--- config.mk ---
export PLATFORM = sky130hd
export DESIGN_NAME = acrt_core
export DESIGN_NICKNAME = d
export VERILOG_FILES = /design/src/verilog/acrt_pkg.sv /design/src/verilog/acrt_core.sv /design/src/verilog/acrt_sync.sv
export SDC_FILE = /design/constraint.sdc
export NUM_CORES = 1
export LEC_CHECK = 0
export ABC_AREA = 0
export ABC_CLOCK_PERIOD_IN_PS = 3300
export BUFFER_PORTS_ARGS = -buffer_cell sky130_fd_sc_hd__buf_2
export CAP_MARGIN = 20
export CORE_MARGIN = 3
export CORE_UTILIZATION = 55
export CTS_CLUSTER_DIAMETER = 40
export CTS_CLUSTER_SIZE = 20
export DETAILED_ROUTE_END_ITERATION = 10
export MAX_ROUTING_LAYER = met4
export PLACE_DENSITY = 0.76
export SLEW_MARGIN = 0
export SYNTH_ARGS = -nofsm -noshare
export SYNTH_HDL_FRONTEND = slang
export SYNTH_SLANG_ARGS = --single-unit
--- constraint.sdc ---
create_clock -name i_ref_clk -period 3.3 [get_ports i_ref_clk]
set_input_delay 0.66 -clock i_ref_clk [delete_from_list [all_inputs] [get_ports i_ref_clk]]
set_output_delay 0.66 -clock i_ref_clk [all_outputs]
set_load 0.02 [all_outputs]
--- src/verilog/acrt_pkg.sv ---
// Function
// Result is ready within the variant conversion time after convert_start rises; code is 2 to 3 reference clocks later (input sync).
// Host holds convert_start high at least 500 ns in chip-select mode.
// Host keeps serial clock period at least 22 ns or 23 ns by mode.
// Chip-select mode drives result_top_bit first once convert_start or chain input low.
// Chip-select mode releases output when either select returns high or after last bit; code releases after last bit or once both selects are high.
// Output advances one bit per serial clock falling edge; host captures before next.
// Host sets serial_chain_in level before each convert_start rising edge.
// Host keeps serial clock stable around convert_start rising edge in daisy-chain mode.
// Daisy-chain mode captures serial_chain_in on serial clock falling edges.
// Chain input low at convert_start rise selects daisy-chain, high selects chip-select.
// Daisy-chain mode reproduces chain input on output after exactly 16 clock cycles.
// Host reads out in daisy-chain mode while convert_start stays high.
// Host spaces convert_start rises by the variant minimum cycle time.
package acrt_pkg;
  localparam int unsigned RESULT_BITS = 16;
  localparam int unsigned CLK_FREQ_MHZ = 100;
  // Conversion times in nanoseconds, per variant
  localparam int unsigned T_CONV_SLOW_NS = 9500;
  localparam int unsigned T_CONV_FAST_B_NS = 1600;
  localparam int unsigned T_CONV_FAST_C_NS = 1200;
  localparam int unsigned T_CNVH_NS = 500;
  // Each time rounds down
  localparam int unsigned CONV_SLOW_CYC = T_CONV_SLOW_NS * CLK_FREQ_MHZ / 1000;
  localparam int unsigned CONV_FAST_B_CYC = T_CONV_FAST_B_NS * CLK_FREQ_MHZ / 1000;
  localparam int unsigned CONV_FAST_C_CYC = T_CONV_FAST_C_NS * CLK_FREQ_MHZ / 1000;
  localparam int unsigned CNT_W = 12;
  localparam logic [1:0] VAR_SLOW = 2'h0;
  localparam logic [1:0] VAR_FAST_B = 2'h1;
  localparam logic [1:0] VAR_FAST_C = 2'h2;
  typedef enum logic [2:0] {
    ACRT_IDLE = 3'b001,
    ACRT_CONV = 3'b010,
    ACRT_DONE = 3'b100
  } acrt_state_t;
endpackage

--- src/verilog/acrt_core.sv ---
`timescale 1ns/1ps
module acrt_core
  import acrt_pkg::*;
#(
  parameter logic [1:0] VARIANT = acrt_pkg::VAR_SLOW,
  parameter int unsigned BITS = acrt_pkg::RESULT_BITS
) (
  input  wire logic                          i_ref_clk,
  input  wire logic                          i_rst,
  input  wire logic                          i_convert_start,
  input  wire logic                          i_serial_clk,
  input  wire logic                          i_serial_chain_in,
  input  wire logic [acrt_pkg::RESULT_BITS-1:0] i_sample,
  output logic                               o_serial_result_out,
  output logic                               o_serial_result_oe,
  output logic                               o_chain_mode,
  output logic                               o_result_ready
);
  import acrt_pkg::*;

  localparam int unsigned CONV_CYC = (VARIANT == VAR_FAST_B) ? CONV_FAST_B_CYC :
                                     (VARIANT == VAR_FAST_C) ? CONV_FAST_C_CYC :
                                     CONV_SLOW_CYC;
  localparam logic [CNT_W-1:0] CONV_LAST = CNT_W'(CONV_CYC - 1);
  localparam logic [4:0] BITS_LAST = 5'(BITS);

  typedef struct packed {
    acrt_state_t       state;
    logic [CNT_W-1:0]  cnt;
    logic              convert_start;
    logic              sck;
    logic              mode_chain;
    logic [BITS-1:0]   shreg;
    logic [4:0]        sent;
    logic              oe;
    logic              dout;
  } acrt_core_t;

  acrt_core_t r_q;
  acrt_core_t r_d;
  logic [2:0] pins_s;
  logic       cnv_s;
  logic       sck_s;
  logic       sdi_s;
  logic       cnv_rise;
  logic       sck_fall;
  logic       selected;

  acrt_sync #(
    .WIDTH(3)
  ) u_sync (
    .i_ref_clk (i_ref_clk),
    .i_rst     (i_rst),
    .i_async   ({i_convert_start, i_serial_clk, i_serial_chain_in}),
    .o_sync    (pins_s)
  );

  assign cnv_s = pins_s[2];
  assign sck_s = pins_s[1];
  assign sdi_s = pins_s[0];
  assign cnv_rise = cnv_s & ~r_q.convert_start;
  assign sck_fall = ~sck_s & r_q.sck;
  // Either select low enables the output in chip-select mode
  assign selected = ~cnv_s | ~sdi_s;

  always_comb
  begin
    r_d = r_q;
    r_d.convert_start = cnv_s;
    r_d.sck = sck_s;
    unique case (r_q.state)
      ACRT_IDLE:
      begin
        r_d.oe = 1'b0;
      end
      ACRT_CONV:
      begin
        r_d.cnt = r_q.cnt + CNT_W'(1);
        if (r_q.cnt == CONV_LAST)
        begin
          r_d.state = ACRT_DONE;
          r_d.shreg = i_sample;
          r_d.dout = i_sample[BITS-1];
          r_d.sent = '0;
        end
      end
      ACRT_DONE:
      begin
        if (r_q.mode_chain)
        begin
          // Output driven whenever result is held; host reads while convert_start high
          r_d.oe = 1'b1;
          if (sck_fall)
          begin
            r_d.shreg = {r_q.shreg[BITS-2:0], sdi_s};
            r_d.dout = r_q.shreg[BITS-2];
          end
        end
        else if (!selected || r_q.sent == BITS_LAST)
        begin
          r_d.oe = 1'b0;
        end
        else
        begin
          r_d.oe = 1'b1;
          if (sck_fall)
          begin
            r_d.shreg = {r_q.shreg[BITS-2:0], 1'b0};
            r_d.dout = r_q.shreg[BITS-2];
            r_d.sent = r_q.sent + 5'h1;
            if (r_q.sent == BITS_LAST - 5'h1)
            begin
              r_d.oe = 1'b0;
            end
          end
        end
      end
      default:
      begin
        r_d.state = ACRT_IDLE;
      end
    endcase
    // A new conversion aborts any readout in progress
    if (cnv_rise)
    begin
      r_d.state = ACRT_CONV;
      r_d.cnt = '0;
      r_d.oe = 1'b0;
      r_d.mode_chain = ~sdi_s;
    end
  end

  always_ff @(posedge i_ref_clk or posedge i_rst)
  begin
    if (i_rst)
    begin
      r_q <= '{state: ACRT_IDLE, default: '0};
    end
    else
    begin
      r_q <= r_d;
    end
  end

  assign o_serial_result_out = r_q.dout;
  assign o_serial_result_oe = r_q.oe;
  assign o_chain_mode = r_q.mode_chain;
  assign o_result_ready = (r_q.state == ACRT_DONE);
endmodule

--- src/verilog/acrt_sync.sv ---
`timescale 1ns/1ps
module acrt_sync #(
  parameter int unsigned WIDTH = 3
) (
  input  wire logic             i_ref_clk,
  input  wire logic             i_rst,
  input  wire logic [WIDTH-1:0] i_async,
  output logic      [WIDTH-1:0] o_sync
);
  typedef struct packed {
    logic [WIDTH-1:0] meta;
    logic [WIDTH-1:0] sync;
  } acrt_sync_t;

  acrt_sync_t s_q;
  acrt_sync_t s_d;

  always_comb
  begin
    s_d.meta = i_async;
    s_d.sync = s_q.meta;
  end

  always_ff @(posedge i_ref_clk or posedge i_rst)
  begin
    if (i_rst)
    begin
      s_q <= '0;
    end
    else
    begin
      s_q <= s_d;
    end
  end

  assign o_sync = s_q.sync;
endmodule
* After elaboration in Yosys (flattened, before gate mapping) *
Index checks and enable logic that the tools add are counted.

storage, ports and cells
  flip-flop bits (word level) = 46
  output and inout bits = 4
  logic and storage cells = 62

cells by class
  add/subtract/negate cells = 2
  equal/unequal tests = 13
  mux-type cells = 20
  bitwise operators = 7
  reductions and logical operators = 9

operators by type and width
  operator               number
  $mux 15                3
  $mux 20                2
  $pmux 20 s2            1
  $mux 22                1
  $add 12x1->12 const B  1
  $eq 12x10->1 const B   1
  $mux 12                1
  $mux 1                 6
  $ne 2x2->1 const B     3
  $ne 3x3->1 const B     2
  $pmux 3 s2             1
  $add 5x1->5 const B    1
  $eq 5x4->1 const B     1
  $eq 5x5->1 const B     1
  $mux 5                 1
  $reduce_and 5->1       1
  $ne 2x1->1 const B     2
  $not 1->1              4
  $pmux 1 s2             2
  $reduce_and 4->1       1
  $reduce_bool 2->1      2
  $eq 3x1->1 const B     1
  $eq 3x2->1 const B     1
  $eq 3x3->1 const B     1
  9 further kinds        10

* Longest topological paths before layout *
Gate-level depths: netlist of the first run.

  depth after elaboration = 8
  mapped depth = 8

* Hierarchy *
From an unflattened synthesis of the first run, not the netlist that was laid out.

second synthesis, totals
  cells, all modules = 202
  area, all modules = 2,313.5 sq um

modules (own cells, without submodules)
  module     instances  cells each  area each (sq um)
  acrt_core  1          195         2,159.6
  acrt_sync  1          7           153.9

* Worst setup path after synthesis of the first run *
OpenSTA, ideal clock, no wires.

  kind = flip-flop to flip-flop
  start = reg r_q[27] (netlist bit)
  end = reg r_q, in the netlist o_serial_result_out
  setup time = 77 ps
  arrival = 1,828 ps
  required time = 3,223 ps
  slack = 1,394 ps
  stages on the path, launching flop included = 9
  clock period less this slack = 1,906 ps
  cells stage by stage = dfrtp_1 inv_1 ha_1 nand4b_1 o31ai_1 o2111a_1 buf_2 nor2_1 a21oi_1

between the ends
  longest elaborated chain between the ends = 3

RTL lines
  what                        RTL line          text
  start: declaration          acrt_core.sv:39   acrt_core_t r_q;
  start signal: assignment    acrt_core.sv:141  r_q <= r_d;
  $eq 12x10->1                acrt_core.sv:79   if (r_q.cnt == CONV_LAST)
  $ne 2x2->1 (no line)        --
  $reduce_and 4->1 (no line)  --

Every way passes these cells.
A chain may end at the register's enable or synchronous reset.

* Worst setup path in the final report of the first run *
  start = reg r_q[38] (netlist bit)
  end = out o_result_ready

between the ends
  longest elaborated chain between the ends = 1

RTL lines
  what              RTL line          text
  $eq 3x3->1        acrt_core.sv:148  assign o_result_ready = (r_q.state == ACRT_DONE);
  end: declaration  acrt_core.sv:17   output logic o_result_ready

Every way passes these cells.

==> out/summary.txt, run 1 <==
Max stage delay cell, worst path = or3b_1
Async SR Flop Fraction = 100%
Critical Path AT = 1980 ps
final net count = 256
Synth top area share = 52.9%
Tmin final = 2640 ps
top cells by area, synth = dfrtp_1 (53%), nor2_1 (6.4%), a22oi_1 (5.3%)
GRT Residual Overflow = 0
Remaining DRCs = 0
boundary pin count = 25
top_reg_cell synth = dfrtp_1
first-pass GRT wire length = 6.53 mm
ANT cells = 0
Max-Cap Viols = 0
Starting Density = 60.4%
LEAKAGE = 1.08 nW
core area = 3520 sq um
Tot Pwr = 1.38 mW
DP HPWL = 2.84 mm
Slew headroom = 33.8%
Clock transition at path regs = 80 ps
Hold Violations, Final = 0
number of synthesized flops with an enable pin = 0
wire per inst = 14.9 microns
Slew Limit Fails = 0
#FFs+latches synth = 46
CP max stage delay = 620 ps
worst-path maximum fanout = 21
sequential fraction of the synthesis area = 54.2%
combinational family with the most area after synthesis = compound AO/OA/AOI/OAI gates
Die Ht = 68.2 microns
Setup Buffers After CTS = 0
via count = 1591
gp weighted congestion = 0.829
mux share of post-synthesis cell area = 0%
initial antenna violation count = 0
Peak supply drop = 0.289 mV
P per Cell Area = 577 nW/um^2
Post-Synth XOR/XNOR Area = 4.12%
most frequent cells after synthesis = dfrtp_1 (45), nor2_1 (36), a21oi_1 (21)
Post-CTS Hold Buffers = 0
vias in the first global route = 1456
Crit. End Element = output pin
clock sink count = 46
Synth-to-Final Area Change = 12.8%
Mapped Avg Cell Area = 10.4 sq um
RSZ-0062 raised after global routing = no
I/O Buffers = 24
share of cells above drive strength 1 = 17.7%
Final ANT Viol Nets = 0
Post-Synthesis Cells = 204
Root Buffer = clkbuf_8
DR vias/cell = 5.74
CP required = 2640 ps
actual slew at the worst max-slew pin = 990 ps
Worst Hold Slack = 352 ps
Post-Layout Cell Count = 277
Distinct cells, synth = 40
worst path cell trace = or3b_1 > inv_1 > buf_2
placed insts = 268
Synth area leader = dfrtp_1
endpoints failing setup = 0
CTS buffer count = 5
multi-input combinational cell area = 902 sq um
synthesized cell area = 2130 sq um
compound-cell area share of the yosys netlist = 18.0%
DR iter-0 viols = 128
router iterations before antenna repair = 4
Site Rows = 21
WL final = 4.12 mm
TNS Setup = 0 ps
synth warn = 0
die footprint = 4650 sq um
internal reg-to-reg setup slack = 800 ps
clock skew = 8.40 ps
syn nets = 230
Die Width = 68.2 microns
Crit Path Class = reg -> out
post-route clock period utilization = 80.0%
status = finished, final reports clean
H-tree levels = 2
count leader, synth = dfrtp_1
Worst Hold Class = reg -> reg
Register Area = 1150 sq um
CP startpoint kind = flop
Post-DP Area = 2280 sq um
# fillers = 287
GR Util All Layers = 19.5%
largest net degree at the start of global routing = 33
post-cts sizing count = 0
Post-Synth Adder-Cell Area = 2.94%
post-synthesis simple-gate area fraction = 17.4%
Clk Latency, worst-skew pair = 290 ps
Max clock buf depth = 2
CTS tree = done
cell area after layout = 2400 sq um
fmax = 379 MHz
layer usage:
metal	GRT usage [%]	wire (microns)	vias up
met2	32.1	2040	34
met4	3.97	8	0
met3	5.91	213	2
met5	-	0	-
li1	-	-	765
met1	23.9	1860	790
cells in the final DEF, fill, tap and decap left out, types with 2 or more instances in the layout:
master,synthesis,layout
ha_1,5,5
nand2_1,10,10
nor2b_1,2,2
o31ai_1,2,2
a21o_1,2,2
nor2_1,36,36
o41ai_2,2,2
buf_2,4,24
a22oi_1,15,15
nand4_1,3,3
nand2b_1,3,3
a21oi_1,21,21
xnor2_1,3,3
buf_4,0,4
o21ai_0,4,4
xor2_1,7,7
dfrtp_1,45,45
clkbuf_8,0,5
nand3_1,4,4
inv_1,7,6
nand3b_1,2,2
and3_1,4,4
state kept, by name (all words and copies together) (netlist names):
name and flops:
o_serial_result_out 1, u_sync.o_sync 3, o_serial_result_oe 1, u_sync.s_d 3
r_q 37, o_chain_mode 1
through the flow:
stage | util (%) | setup slack (ps)
final | 68.1 | 659
after floorplan | - | 1390
after CTS | 67.9 | 646
after detailed placement | 64.8 | 869
after global placement | 64.8 | 1070
after global routing | 68.1 | 509
critical path, delay by kind of cell, from the launching register on:
family	cells	cell delay [ps]
AND/OR/NAND/NOR	1	620
buffers and inverters	2	510
flip-flops	1	560
cell type report:
type | instances | share of cell area (%)
Inverter | 7 | 1.10
Tap cell | 46 | 2.40
Clock inverter | 2 | 1.56
Timing Repair Buffer | 28 | 6.26
Clock buffer | 6 | 3.03
Sequential cell | 46 | 48.0
Multi-Input combinational cell | 142 | 37.6
cell families after synthesis:
kind of cell               Yosys count
and+or+nand+nor                     75
AOI/OAI and AO/OA                   52
DFF                                 46
buffers and inverters               16
xor gates and xnor gates            10
adders and majority gates            5
power by group:
group          total (mW)  internal [mW]  switching [mW]
Clock               0.410          0.226           0.184
Combinational       0.223         0.0962           0.127
Sequential          0.750          0.679          0.0714
worst paths after layout:
path | start | endpoint | cells after the start
max | r_q[38] | o_result_ready | 3
min | u_sync.s_d[1] | u_sync.o_sync[1] | 0
max reg2reg | r_q[40] | r_q[17] | 4
min reg2reg | u_sync.s_d[1] | u_sync.o_sync[1] | 0
max in group asynchronous | i_rst | r_q[38] | 3
min in group asynchronous | i_rst | r_q[11] | 2
No activity file was read; power rests on OpenSTA's default activity.
==> run 2: changes to the inputs <==
--- a/config.mk
+++ b/config.mk
@@ -6,7 +6,7 @@
 export NUM_CORES = 1
 export LEC_CHECK = 0
 export ABC_AREA = 0
-export ABC_CLOCK_PERIOD_IN_PS = 3300
+export ABC_CLOCK_PERIOD_IN_PS = 2650
 export BUFFER_PORTS_ARGS = -buffer_cell sky130_fd_sc_hd__buf_2
 export CAP_MARGIN = 20
 export CORE_MARGIN = 3
==> constraint.sdc (replaced) <==
create_clock -name i_ref_clk -period 2.65 [get_ports i_ref_clk]
set_input_delay 0.53 -clock i_ref_clk [delete_from_list [all_inputs] [get_ports i_ref_clk]]
set_output_delay 0.53 -clock i_ref_clk [all_outputs]
set_load 0.02 [all_outputs]
==> out/summary.txt, run 2 (same netlist as run 1, synthesis figures left out) <==
internal reg-to-reg setup slack = 360 ps (was 800 ps)
WL final = 4.08 mm (was 4.12 mm)
met2 Usage GRT = 36.7% (was 32.1%)
first-pass GRT wire length = 6.93 mm (was 6.53 mm)
H-tree levels = 2 (unchanged)
clock sink count = 46 (unchanged)
CP startpoint kind = flop (unchanged)
Peak supply drop = 0.445 mV (was 0.289 mV)
Site Rows = 21 (unchanged)
commonest non-fill, non-tap cell in the layout = dfrtp_1 (unchanged)
clock skew = 9.87 ps (was 8.40 ps)
Final ANT Viol Nets = 0 (unchanged)
Die Width = 68.2 microns (unchanged)
LEAKAGE = 1.10 nW (was 1.08 nW)
Crit Path Class = reg -> reg (was reg -> out)
max reg flops = 37 (unchanged)
share of cells above drive strength 1 = 19.6% (was 17.7%)
status = finished, final reports clean (unchanged)
RSZ-0062 raised after global routing = no (unchanged)
vias in the first global route = 1537 (was 1456)
Starting Density = 60.4% (unchanged)
multi-input combinational cell area = 903 sq um (was 902 sq um)
TNS Setup = 0 ps (unchanged)
Critical Path AT = 2460 ps (was 1980 ps)
endpoints failing setup = 0 (unchanged)
commonest non-fill, non-tap cells in the layout = dfrtp_1 (45), nor2_1 (36), buf_2 (24) (unchanged)
post-route clock period utilization = 86.3%
gp weighted congestion = 0.766 (was 0.829)
DR iter-0 viols = 135 (was 128)
P per Cell Area = 680 nW/um^2 (was 577 nW/um^2)
GRT Residual Overflow = 0 (unchanged)
Setup Buffers After CTS = 0 (unchanged)
Remaining DRCs = 0 (unchanged)
die footprint = 4650 sq um (unchanged)
Critical Path Start = r_q[40] (was r_q[38])
# fillers = 275 (was 287)
Reg-to-Reg End = r_q[4] (was r_q[17])
router iterations before antenna repair = 4 (unchanged)
Crit. End Element = flop (was output pin)
FF-to-FF Start = r_q[40] (unchanged)
DR vias/cell = 5.65 (was 5.74)
GR Util All Layers = 21.3% (was 19.5%)
Post-DP Area = 2340 sq um (was 2280 sq um)
Max-Cap Viols = 0 (unchanged)
ANT cells = 0 (unchanged)
worst-path maximum fanout = 11 (was 21)
cell area after layout = 2430 sq um (was 2400 sq um)
boundary pin count = 25 (unchanged)
fmax = 437 MHz
met1 Resource Use GR = 23.8% (was 23.9%)
Synth-to-Final Area Change = 14.3% (was 12.8%)
most flop-heavy register = r_q (unchanged)
Worst Hold Class = in -> async (was reg -> reg)
worst reg-to-reg path cell count = 6 (was 4)
Root Buffer = clkbuf_8 (unchanged)
Clock transition at path regs = 80 ps (about the same)
CP required = 2820 ps (was 2640 ps)
Clk Latency, worst-skew pair = 300 ps (was 290 ps)
CTS tree = done (unchanged)
Hold Violations, Final = 0 (unchanged)
Slew headroom = 52.8% (was 33.8%)
largest net degree at the start of global routing = 33 (unchanged)
I/O Buffers = 24 (unchanged)
via count = 1589 (was 1591)
Register Area = 1150 sq um (unchanged)
Tot Pwr = 1.65 mW (was 1.38 mW)
Tmin final = 2290 ps
Die Ht = 68.2 microns (unchanged)
met3 Resource Use GR = 5.42% (was 5.91%)
DP HPWL = 3.06 mm (was 2.84 mm)
Max clock buf depth = 2 (unchanged)
wire per inst = 14.5 microns (was 14.9 microns)
initial antenna violation count = 0 (unchanged)
Slew Limit Fails = 0 (unchanged)
CTS buffer count = 5 (unchanged)
GR peak layer = met2 (unchanged)
Worst Setup EP = r_q[4] (was o_result_ready)
final net count = 260 (was 256)
actual slew at the worst max-slew pin = 699 ps (was 990 ps)
core area = 3520 sq um (unchanged)
-- run 2: changes by cell type in the layout (fill, tap and decap cells not counted) --
cell	previous run	this run
clkinvlp_4	1	0
buf_4	4	7
bufinv_16	1	0
o2111a_2	0	1
clkbuf_8	5	6
clkinv_2	0	1
o2111a_1	1	0
buf_16	0	1
-- run 2: how the worst min path moves through the flow --
stage,from,endpoint,slack [ps],depth (start not counted)
2_1_floorplan,u_sync.s_d[0],u_sync.o_sync[0],330,0
3_3_place_gp,u_sync.s_d[2],u_sync.o_sync[2],330,0
3_5_place_dp,u_sync.s_d[0],u_sync.o_sync[0],330,0
4_1_cts,i_rst,r_q[35],200,2
5_1_grt,i_rst,r_q[35],210,2
6_report,i_rst,r_q[35],190,2
-- run 2: power by group --
group          leakage, nW  internal (mW)  switching, mW  total [mW]
combinational        0.494          0.126          0.160       0.286
clock               0.0482          0.210          0.220       0.431
sequential           0.563          0.846         0.0899       0.936
-- run 2: cell type report --
| class | count | share of cell area [%] |
|---|---|---|
| sequential | 46 | 47.4 |
| multi-input combinational | 142 | 37.2 |
| timing repair buffer | 32 | 8.23 |
| clock buffer | 7 | 3.55 |
| tap | 46 | 2.37 |
| inverter | 7 | 1.08 |
| clock inverter | 1 | 0.206 |
-- run 2: metal layers --
| metal | wire, microns | vias to the layer above |
|---|---|---|
| met5 | 0 | - |
| met2 | 2090 | 41 |
| met4 | 70 | 0 |
| li1 | - | 773 |
| met3 | 206 | 8 |
| met1 | 1720 | 767 |
-- run 2: stage by stage --
step / worst slack, ps / utilization (%) / instances / hold WS (ps)
2_1_floorplan: 744 / - / 204 / 331
3_3_place_gp: 325 / 65.6 / 272 / 332
3_5_place_dp: 175 / 66.4 / 273 / 335
4_1_cts: 134 / 69.0 / 281 / 200
5_1_grt: 155 / 69.0 / 281 / 209
6_report: 362 / 69.0 / 281 / 193
-- run 2: repair_timing --
action                     4_1_cts  5_1_grt
gates resized for setup          0        1
setup endpoints to repair        0       16
hold buffers                     0        0
-- run 2: worst max-delay path: stages, from the launching register on --
cell and delay, ps:
dfrtp_1 410, or3b_1 530, buf_4 250, a2111oi_4 390, o211ai_4 180, o21ai_0 280
o41ai_2 120
